**config.mk**
```make
export PLATFORM = sky130hd
export DESIGN_NAME = crd_cascade_role_decoder
export DESIGN_NICKNAME = d
export VERILOG_FILES = /design/src/crd_cascade_role_decoder.v
export VERILOG_INCLUDE_DIRS = /design/src
export SDC_FILE = /design/constraint.sdc
export NUM_CORES = 1
export LEC_CHECK = 0
export ABC_AREA = 0
export BUFFER_PORTS_ARGS = -buffer_cell sky130_fd_sc_hd__buf_2
export CAP_MARGIN = 0
export CORE_UTILIZATION = 35
export DETAILED_ROUTE_END_ITERATION = 7
export PLACE_DENSITY = 0.67
export SYNTH_ARGS = -nofsm -noshare
export SYNTH_HDL_FRONTEND = slang
export SYNTH_SLANG_ARGS = --single-unit
```
**constraint.sdc**
```tcl
create_clock -name clk_sys -period 4.34 [get_ports clk_sys]
set_input_delay 0.434 -clock clk_sys [delete_from_list [all_inputs] [get_ports clk_sys]]
set_output_delay 0.434 -clock clk_sys [all_outputs]
set_load 0.02 [all_outputs]
```
**src/crd_regs.vh**
```
`ifndef CRD_REGS_VH
`define CRD_REGS_VH

// ----------------------------------------------------------------------------
// role codes, written as {role_select_high_pad, role_select_low_pad}
// ----------------------------------------------------------------------------
`define CRD_ROLE_BOTTOM_FOLLOWER 2'h0
`define CRD_ROLE_BOTTOM_LEADER   2'h1
`define CRD_ROLE_TOP_FOLLOWER    2'h2
`define CRD_ROLE_TOP_LEADER      2'h3

// ----------------------------------------------------------------------------
// strap capture and reset values
// ----------------------------------------------------------------------------
`define CRD_STRAP_SETTLE         2'h3
`define CRD_ROLE_RESET           2'h0
`define CRD_CLKSEL_RESET         2'h0

// ----------------------------------------------------------------------------
// panel geometry
// ----------------------------------------------------------------------------
`define CRD_PANEL_COLS           512
`define CRD_CHIP_COLS            256
`define CRD_CHIP_ROWS            72
`define CRD_QUAD_ROWS            144
`define CRD_GRAY_LEVELS          16
`define CRD_COL_HALF_BASE        9'h100
`define CRD_ROW_HALF_BASE        8'h48

// ----------------------------------------------------------------------------
// bit positions inside the input synchroniser vector
// ----------------------------------------------------------------------------
`define CRD_IN_LOW_PAD           0
`define CRD_IN_HIGH_PAD          1
`define CRD_IN_CLK_PAD           2
`define CRD_IN_CS1_N             3
`define CRD_IN_CS2_N             4
`define CRD_IN_LINK_CLK          5
`define CRD_IN_FRAME             6
`define CRD_IN_LINE              7
`define CRD_IN_DATA              8
`define CRD_IN_WIDTH             9

`endif
```
**src/crd_cascade_role_decoder.v**
```verilog
`timescale 1ns/1ps
`default_nettype none
`include "crd_regs.vh"

module crd_cascade_role_decoder #(
  parameter LINE_TICKS = `CRD_CHIP_COLS,
  parameter ROW_COUNT  = `CRD_CHIP_ROWS
) (
  input  wire       clk_sys,
  input  wire       resetn,
  input  wire       role_select_low_pad,
  input  wire       role_select_high_pad,
  input  wire       clock_source_pad,
  input  wire       leader_chip_select_n,
  input  wire       follower_chip_select_n,
  input  wire       link_clock_in,
  input  wire       frame_sync_in,
  input  wire       line_sync_in,
  input  wire       cascade_data_in,
  input  wire       cascade_data_src,
  output wire [1:0] role_code,
  output wire       role_valid,
  output wire       top_leader_role,
  output wire       top_follower_role,
  output wire       bottom_leader_role,
  output wire       bottom_follower_role,
  output wire [1:0] clock_source_sel,
  output wire       host_selected,
  output wire       system_clock_out,
  output wire       system_clock_out_oe,
  output wire       frame_sync_out,
  output wire       frame_sync_out_oe,
  output wire       line_sync_out,
  output wire       line_sync_out_oe,
  output wire       cascade_data_out,
  output wire       cascade_data_out_oe,
  output wire       cascade_data_rx,
  output wire       row_driver_ctrl_a,
  output wire       row_driver_ctrl_b,
  output wire       row_drivers_oe,
  output wire       line_start,
  output wire       frame_start,
  output wire [8:0] col_index,
  output wire [7:0] row_index,
  output wire [8:0] col_base,
  output wire [7:0] row_base
);

  // last indices, cut to the width of the counters they are compared with
  localparam integer COL_LAST_INT = LINE_TICKS - 1;
  localparam integer ROW_LAST_INT = ROW_COUNT - 1;
  localparam [8:0]   COL_LAST     = COL_LAST_INT[8:0];
  localparam [7:0]   ROW_LAST     = ROW_LAST_INT[7:0];

  // rising edge of a synchronised level against its previous sample
  function rise;
    input cur;
    input prev;
    begin
      rise = cur & ~prev;
    end
  endfunction

  // one role decode, held off until the straps are latched
  function role_match;
    input       done;
    input [1:0] code;
    input [1:0] want;
    begin
      role_match = done & (code == want);
    end
  endfunction

  // ----------------------------------------------------------------------------
  // input synchronisers
  // ----------------------------------------------------------------------------
  reg  [`CRD_IN_WIDTH-1:0] sync1_reg;
  reg  [`CRD_IN_WIDTH-1:0] sync2_reg;
  reg  [`CRD_IN_WIDTH-1:0] prev_reg;
  wire [`CRD_IN_WIDTH-1:0] pins;

  assign pins = {cascade_data_in, line_sync_in, frame_sync_in, link_clock_in, follower_chip_select_n,
                 leader_chip_select_n, clock_source_pad, role_select_high_pad, role_select_low_pad};

  // two flops per pin, then one more sample for edge finding
  // zero is the idle level of the sync and clock pins, so reset makes no false edge
  always @(posedge clk_sys or negedge resetn) begin
    if (!resetn) begin
      sync1_reg <= {`CRD_IN_WIDTH{1'b0}};
      sync2_reg <= {`CRD_IN_WIDTH{1'b0}};
      prev_reg  <= {`CRD_IN_WIDTH{1'b0}};
    end else begin
      sync1_reg <= pins;
      sync2_reg <= sync1_reg;
      prev_reg  <= sync2_reg;
    end
  end

  wire link_rise  = rise(sync2_reg[`CRD_IN_LINK_CLK], prev_reg[`CRD_IN_LINK_CLK]);
  wire frame_rise = rise(sync2_reg[`CRD_IN_FRAME], prev_reg[`CRD_IN_FRAME]);
  wire line_rise  = rise(sync2_reg[`CRD_IN_LINE], prev_reg[`CRD_IN_LINE]);

  // ----------------------------------------------------------------------------
  // strap capture
  // ----------------------------------------------------------------------------
  reg [1:0] settle_reg;
  reg       strap_done_reg;
  reg [1:0] role_reg;
  reg [1:0] clk_sel_reg;

  // wait for the synchronisers to fill, then latch the straps once
  // pad changes after the capture are ignored until the next reset
  always @(posedge clk_sys or negedge resetn) begin
    if (!resetn) begin
      settle_reg     <= 2'h0;
      strap_done_reg <= 1'b0;
      role_reg       <= `CRD_ROLE_RESET;
      clk_sel_reg    <= `CRD_CLKSEL_RESET;
    end else if (!strap_done_reg) begin
      if (settle_reg == `CRD_STRAP_SETTLE) begin
        strap_done_reg <= 1'b1;
        role_reg       <= {sync2_reg[`CRD_IN_HIGH_PAD], sync2_reg[`CRD_IN_LOW_PAD]};
        clk_sel_reg    <= {sync2_reg[`CRD_IN_CLK_PAD], sync2_reg[`CRD_IN_LOW_PAD]};
      end else begin
        settle_reg <= settle_reg + 2'h1;
      end
    end
  end

  // role decode, nothing is active until the straps are latched
  // exactly one role flag is high once role_valid is set
  wire is_tl = role_match(strap_done_reg, role_reg, `CRD_ROLE_TOP_LEADER);
  wire is_tf = role_match(strap_done_reg, role_reg, `CRD_ROLE_TOP_FOLLOWER);
  wire is_bl = role_match(strap_done_reg, role_reg, `CRD_ROLE_BOTTOM_LEADER);
  wire is_bf = role_match(strap_done_reg, role_reg, `CRD_ROLE_BOTTOM_FOLLOWER);
  wire leader = is_tl | is_bl;

  assign role_code            = role_reg;
  assign role_valid           = strap_done_reg;
  assign top_leader_role      = is_tl;
  assign top_follower_role    = is_tf;
  assign bottom_leader_role   = is_bl;
  assign bottom_follower_role = is_bf;
  assign clock_source_sel     = clk_sel_reg;

  // ----------------------------------------------------------------------------
  // forwarded system clock
  // ----------------------------------------------------------------------------
  reg clk_div_reg;

  // half-rate copy of the internal clock for the followers
  // its phase is fixed by reset, so the leader's column ticks line up with it
  always @(posedge clk_sys or negedge resetn) begin
    if (!resetn) begin
      clk_div_reg <= 1'b0;
    end else begin
      clk_div_reg <= ~clk_div_reg;
    end
  end

  wire own_tick = ~clk_div_reg; // forwarded clock rises on the next edge

  // ----------------------------------------------------------------------------
  // scan timing: top leader generates, everyone else tracks
  // ----------------------------------------------------------------------------
  reg  [8:0] col_reg;
  reg  [7:0] row_reg;
  reg  [8:0] col_next;
  reg  [7:0] row_next;
  reg        line_start_next;
  reg        frame_start_next;
  wire [7:0] row_inc = (row_reg == ROW_LAST) ? 8'h00 : row_reg + 8'h01;

  // next scan position
  // followers stop at the last column instead of wrapping, a lost line pulse never aliases
  always @* begin
    col_next         = col_reg;
    row_next         = row_reg;
    line_start_next  = 1'b0;
    frame_start_next = 1'b0;
    if (!strap_done_reg) begin
      col_next = 9'h000;
      row_next = 8'h00;
    end else if (is_tl) begin
      if (own_tick) begin
        if (col_reg == COL_LAST) begin
          col_next         = 9'h000;
          row_next         = row_inc;
          line_start_next  = 1'b1;
          frame_start_next = (row_inc == 8'h00);
        end else begin
          col_next = col_reg + 9'h001;
        end
      end
    end else if (frame_rise) begin
      col_next         = 9'h000;
      row_next         = 8'h00;
      line_start_next  = 1'b1;
      frame_start_next = 1'b1;
    end else if (line_rise) begin
      col_next        = 9'h000;
      row_next        = row_inc;
      line_start_next = 1'b1;
    end else if (link_rise && col_reg != COL_LAST) begin
      col_next = col_reg + 9'h001;
    end
  end

  reg line_start_reg;
  reg frame_start_reg;

  // scan position and start pulses
  always @(posedge clk_sys or negedge resetn) begin
    if (!resetn) begin
      col_reg         <= 9'h000;
      row_reg         <= 8'h00;
      line_start_reg  <= 1'b0;
      frame_start_reg <= 1'b0;
    end else begin
      col_reg         <= col_next;
      row_reg         <= row_next;
      line_start_reg  <= line_start_next;
      frame_start_reg <= frame_start_next;
    end
  end

  assign line_start  = line_start_reg;
  assign frame_start = frame_start_reg;
  assign col_index   = col_reg;
  assign row_index   = row_reg;

  // followers take the right half, bottom chips the lower rows
  assign col_base = leader ? 9'h000 : `CRD_COL_HALF_BASE;
  assign row_base = role_reg[1] ? 8'h00 : `CRD_ROW_HALF_BASE;

  // ----------------------------------------------------------------------------
  // cascade outputs and row driver controls
  // ----------------------------------------------------------------------------
  reg frame_sync_reg;
  reg line_sync_reg;
  reg data_out_reg;
  reg data_rx_reg;
  reg ctrl_a_reg;
  reg ctrl_b_reg;
  reg host_sel_reg;

  // each role listens to its own select only
  wire leader_cs_hit   = ~sync2_reg[`CRD_IN_CS1_N];
  wire follower_cs_hit = strap_done_reg & ~sync2_reg[`CRD_IN_CS2_N];

  // top leader sources sync, bottom leader repeats what it receives
  always @(posedge clk_sys or negedge resetn) begin
    if (!resetn) begin
      frame_sync_reg <= 1'b0;
      line_sync_reg  <= 1'b0;
      data_out_reg   <= 1'b0;
      data_rx_reg    <= 1'b0;
      ctrl_a_reg     <= 1'b0;
      ctrl_b_reg     <= 1'b0;
      host_sel_reg   <= 1'b0;
    end else begin
      frame_sync_reg <= is_tl ? (row_next == 8'h00) : (is_bl & sync2_reg[`CRD_IN_FRAME]);
      line_sync_reg  <= is_tl ? (col_next == 9'h000) : (is_bl & sync2_reg[`CRD_IN_LINE]);
      data_out_reg   <= is_tl & cascade_data_src;
      data_rx_reg    <= ~is_tl & sync2_reg[`CRD_IN_DATA];
      ctrl_a_reg     <= is_tl & (col_next == 9'h000);
      ctrl_b_reg     <= is_tl & row_next[0];
      host_sel_reg   <= leader ? leader_cs_hit : follower_cs_hit;
    end
  end

  // pad enables follow the role, nothing drives a pad before the straps are latched
  assign system_clock_out    = clk_div_reg;
  assign system_clock_out_oe = leader;
  assign frame_sync_out      = frame_sync_reg;
  assign frame_sync_out_oe   = is_tl | is_bl;
  assign line_sync_out       = line_sync_reg;
  assign line_sync_out_oe    = is_tl | is_bl;
  assign cascade_data_out    = data_out_reg;
  assign cascade_data_out_oe = is_tl;
  assign cascade_data_rx     = data_rx_reg;
  assign row_driver_ctrl_a   = ctrl_a_reg;
  assign row_driver_ctrl_b   = ctrl_b_reg;
  assign row_drivers_oe      = is_tl;
  assign host_selected       = host_sel_reg;

endmodule // crd_cascade_role_decoder

`default_nettype wire

```
==> out/metrics.csv <==
metric,value,unit
outcome,completed,
synthesized area,2790,sq um
number of antenna diodes,0,
synthesized flop and latch total,54,
DIE HEIGHT,91.3,um
site row count,32,
Die Wd,91.3,um
top post-synthesis cells by area,"dfrtp_1 (48%), buf_4 (5.9%), o21ai_0 (3.4%)",
placed cell count,421,
Die ar.,8330,sq um
max-cap violation count,0,
initial antenna violation count,0,
critical path launch point type,flop,
CTS Buf Count,5,
post-synthesis sequential area ratio,0.484,
"Top cell by count, worst path",ha_1,
post-CTS setup buffers,0,
Initial Util,0.361,
Final nets,344,
hold_buf cts,0,
WP data arrival,3460,ps
crit path kind,flop to flop,
layout cells sized above 1,0.232,
buffer levels on the longest clock path,2,
worst setup margin,1130,ps
# DRC,0,
Final ANT Viol Nets,0,
Max Fclk,312,MHz
grt total ovfl,0,
CP endpoint kind,flop,
WL final,6.28,mm
ys flop type,dfrtp_1,
CTS tree,yes,
Routed wire per std cell,14.6,um
Setup TNS,0,ps
Final setup viols,0,
Hold Path Class,primary input to flop,
leakage,1.45,nW
DP Worst Slack,1200,ps
Synth-to-Final Area Change,12.9,%
Max stage delay on crit path,470,ps
post-synthesis async set-or-reset flop share,1.00,
H-tree depth,2,
Clock transition at path regs,100,ps
Post-synth EDFFs,0,
vias per cell,5.39,
fin crit share,0.739,
dpl hpwl,4.48,mm
Worst Max-Slew Pin Slew,666,ps
"Cell Chain, Critical Path",ha_1 -> and3_1 -> nand2_1 -> nor2_1 -> and2_1 -> ha_1 -> nor2b_1 -> o21ai_0 -> o22a_1 -> nor4_1 -> a22o_1,
VDD IR-drop max,0.180,mV
most repeated cell in the gate-level netlist after synthesis,dfrtp_1,
CORE AREA,7730,sq um
total track usage,0.155,
final hold vios,0,
post-layout min period,3210,ps
Synth cell types,57,
Synth area leader,dfrtp_1,
routability-driven placement congestion ratio,0.890,
CP max stage cell,dfrtp_1,
vias in the first global route,1994,
final non-filler cell total,429,
synth warn,0,
Slew HR,0.556,
CP Max Fanout,9,
global-route wire length before repair,10.1,mm
most frequent cells after synthesis,"dfrtp_1 (54), nor2_1 (23), buf_4 (22), nand2_1 (20), o21ai_0 (19)",
largest net degree at the start of global routing,55,
post-synth top area share,0.484,
Worst Path Required,4590,ps
Post-Syn Instances,283,
Vias,2312,
# clock sinks,54,
RSZ-0062 raised after global routing,no,
Power Density,372,nW/um^2
Resized cells post-CTS,0,
Syn Area/Cell,9.86,sq um
CTS root buf,clkbuf_8,
io pins,70,
PortBufs,55,
Setup Skew,7.09,ps
fill count,768,
"Slew Viols, Final",0,
Worst-Skew Late Latency,310,ps
Detailed Routing Iterations Pass 1,5,
DR iter-0 viols,349,
==> metal layers <==
layer / up-vias / global-route usage / wire length [um]
met5: - / 0 / 0
met3: 12 / 0.0276 / 439
met4: 0 / 0.0582 / 129
li1: 1065 / - / -
met2: 141 / 0.239 / 2840
met1: 1094 / 0.217 / 2870
==> where the power goes <==
| group | internal, mW | total [mW] | switching (mW) |
|---|---|---|---|
| clock | 0.172 | 0.337 | 0.165 |
| combinational | 0.0854 | 0.243 | 0.157 |
| sequential | 0.542 | 0.592 | 0.0506 |
| total | 0.799 | 1.17 | 0.373 |
==> placed cells by master (no fill, tap or decap), drive strengths merged, types with 6 or more instances in the layout <==
master / netlist / routed
a21oi: 8 / 8
buf: 27 / 56
conb: 1 / 14
dfrtp: 54 / 54
ha: 6 / 6
inv: 10 / 10
nand2: 20 / 20
nand3: 12 / 12
nor2: 23 / 23
nor2b: 6 / 6
nor3: 10 / 10
o21ai: 20 / 20
==> layout make-up <==
class	instances	area (sq um)	area share
Multi-Input combinational cell	198	1230	0.390
Sequential cell	54	1350	0.429
Tap cell	102	128	0.0405
Clock inverter	3	45.0	0.0143
Timing Repair Buffer	56	283	0.0898
Clock buffer	5	68.8	0.0218
Inverter	11	46.3	0.0147
==> critical path, delay by kind of cell (launching register included) <==
family	cells	cell delay, ps
and+or+nand+nor	6	1350
adders and majority gates	2	580
AOI/OAI and AO/OA	3	740
DFF	1	470
==> path summary, 6_finish.rpt <==
| check | start | end | depth (start not counted) | slack (ps) |
|---|---|---|---|---|
| setup / recovery | col_index[1]$_DFF_PN0_ | frame_sync_out$_DFF_PN0_ | 11 | 1130 |
| hold reg to reg | sync1_reg[8]$_DFF_PN0_ | sync2_reg[8]$_DFF_PN0_ | 0 | 360 |
| hold / removal | frame_sync_in | sync1_reg[6]$_DFF_PN0_ | 1 | 230 |
| max in group asynchronous | resetn | cascade_data_rx$_DFF_PN0_ | 2 | 3660 |
| setup reg to reg | col_index[1]$_DFF_PN0_ | frame_sync_out$_DFF_PN0_ | 11 | 1130 |
| min in group asynchronous | resetn | sync2_reg[6]$_DFF_PN0_ | 2 | 240 |
==> through the flow <==
step / utilization / instance area, sq um / hold slack, ps / total power, mW
after floorplan: - / 2840 / 138 / 0.765
after global placement: 0.393 / 3040 / 332 / 0.839
final: 0.408 / 3150 / 228 / 1.17
after global routing: 0.408 / 3150 / 212 / 1.23
after CTS: 0.408 / 3150 / 218 / 1.18
after detailed placement: 0.393 / 3040 / 337 / 0.842
==> cell families (layout without fill, tap and decap cells) <==
logic type / after synthesis / in the layout / share of synthesized area
AO/OA/AOI/OAI: 70 / 70 / 0.174
XOR/XNOR: 5 / 5 / 0.0157
adder cells (fa/ha/maj): 6 / 6 / 0.0269
buffers and inverters: 44 / 75 / 0.0928
flip-flops: 54 / 54 / 0.484
multiplexers: 5 / 5 / 0.0193
other: 1 / 14 / 0.00134
AND/OR/NAND/NOR: 98 / 98 / 0.186
(Power assumes the default switching activity.)
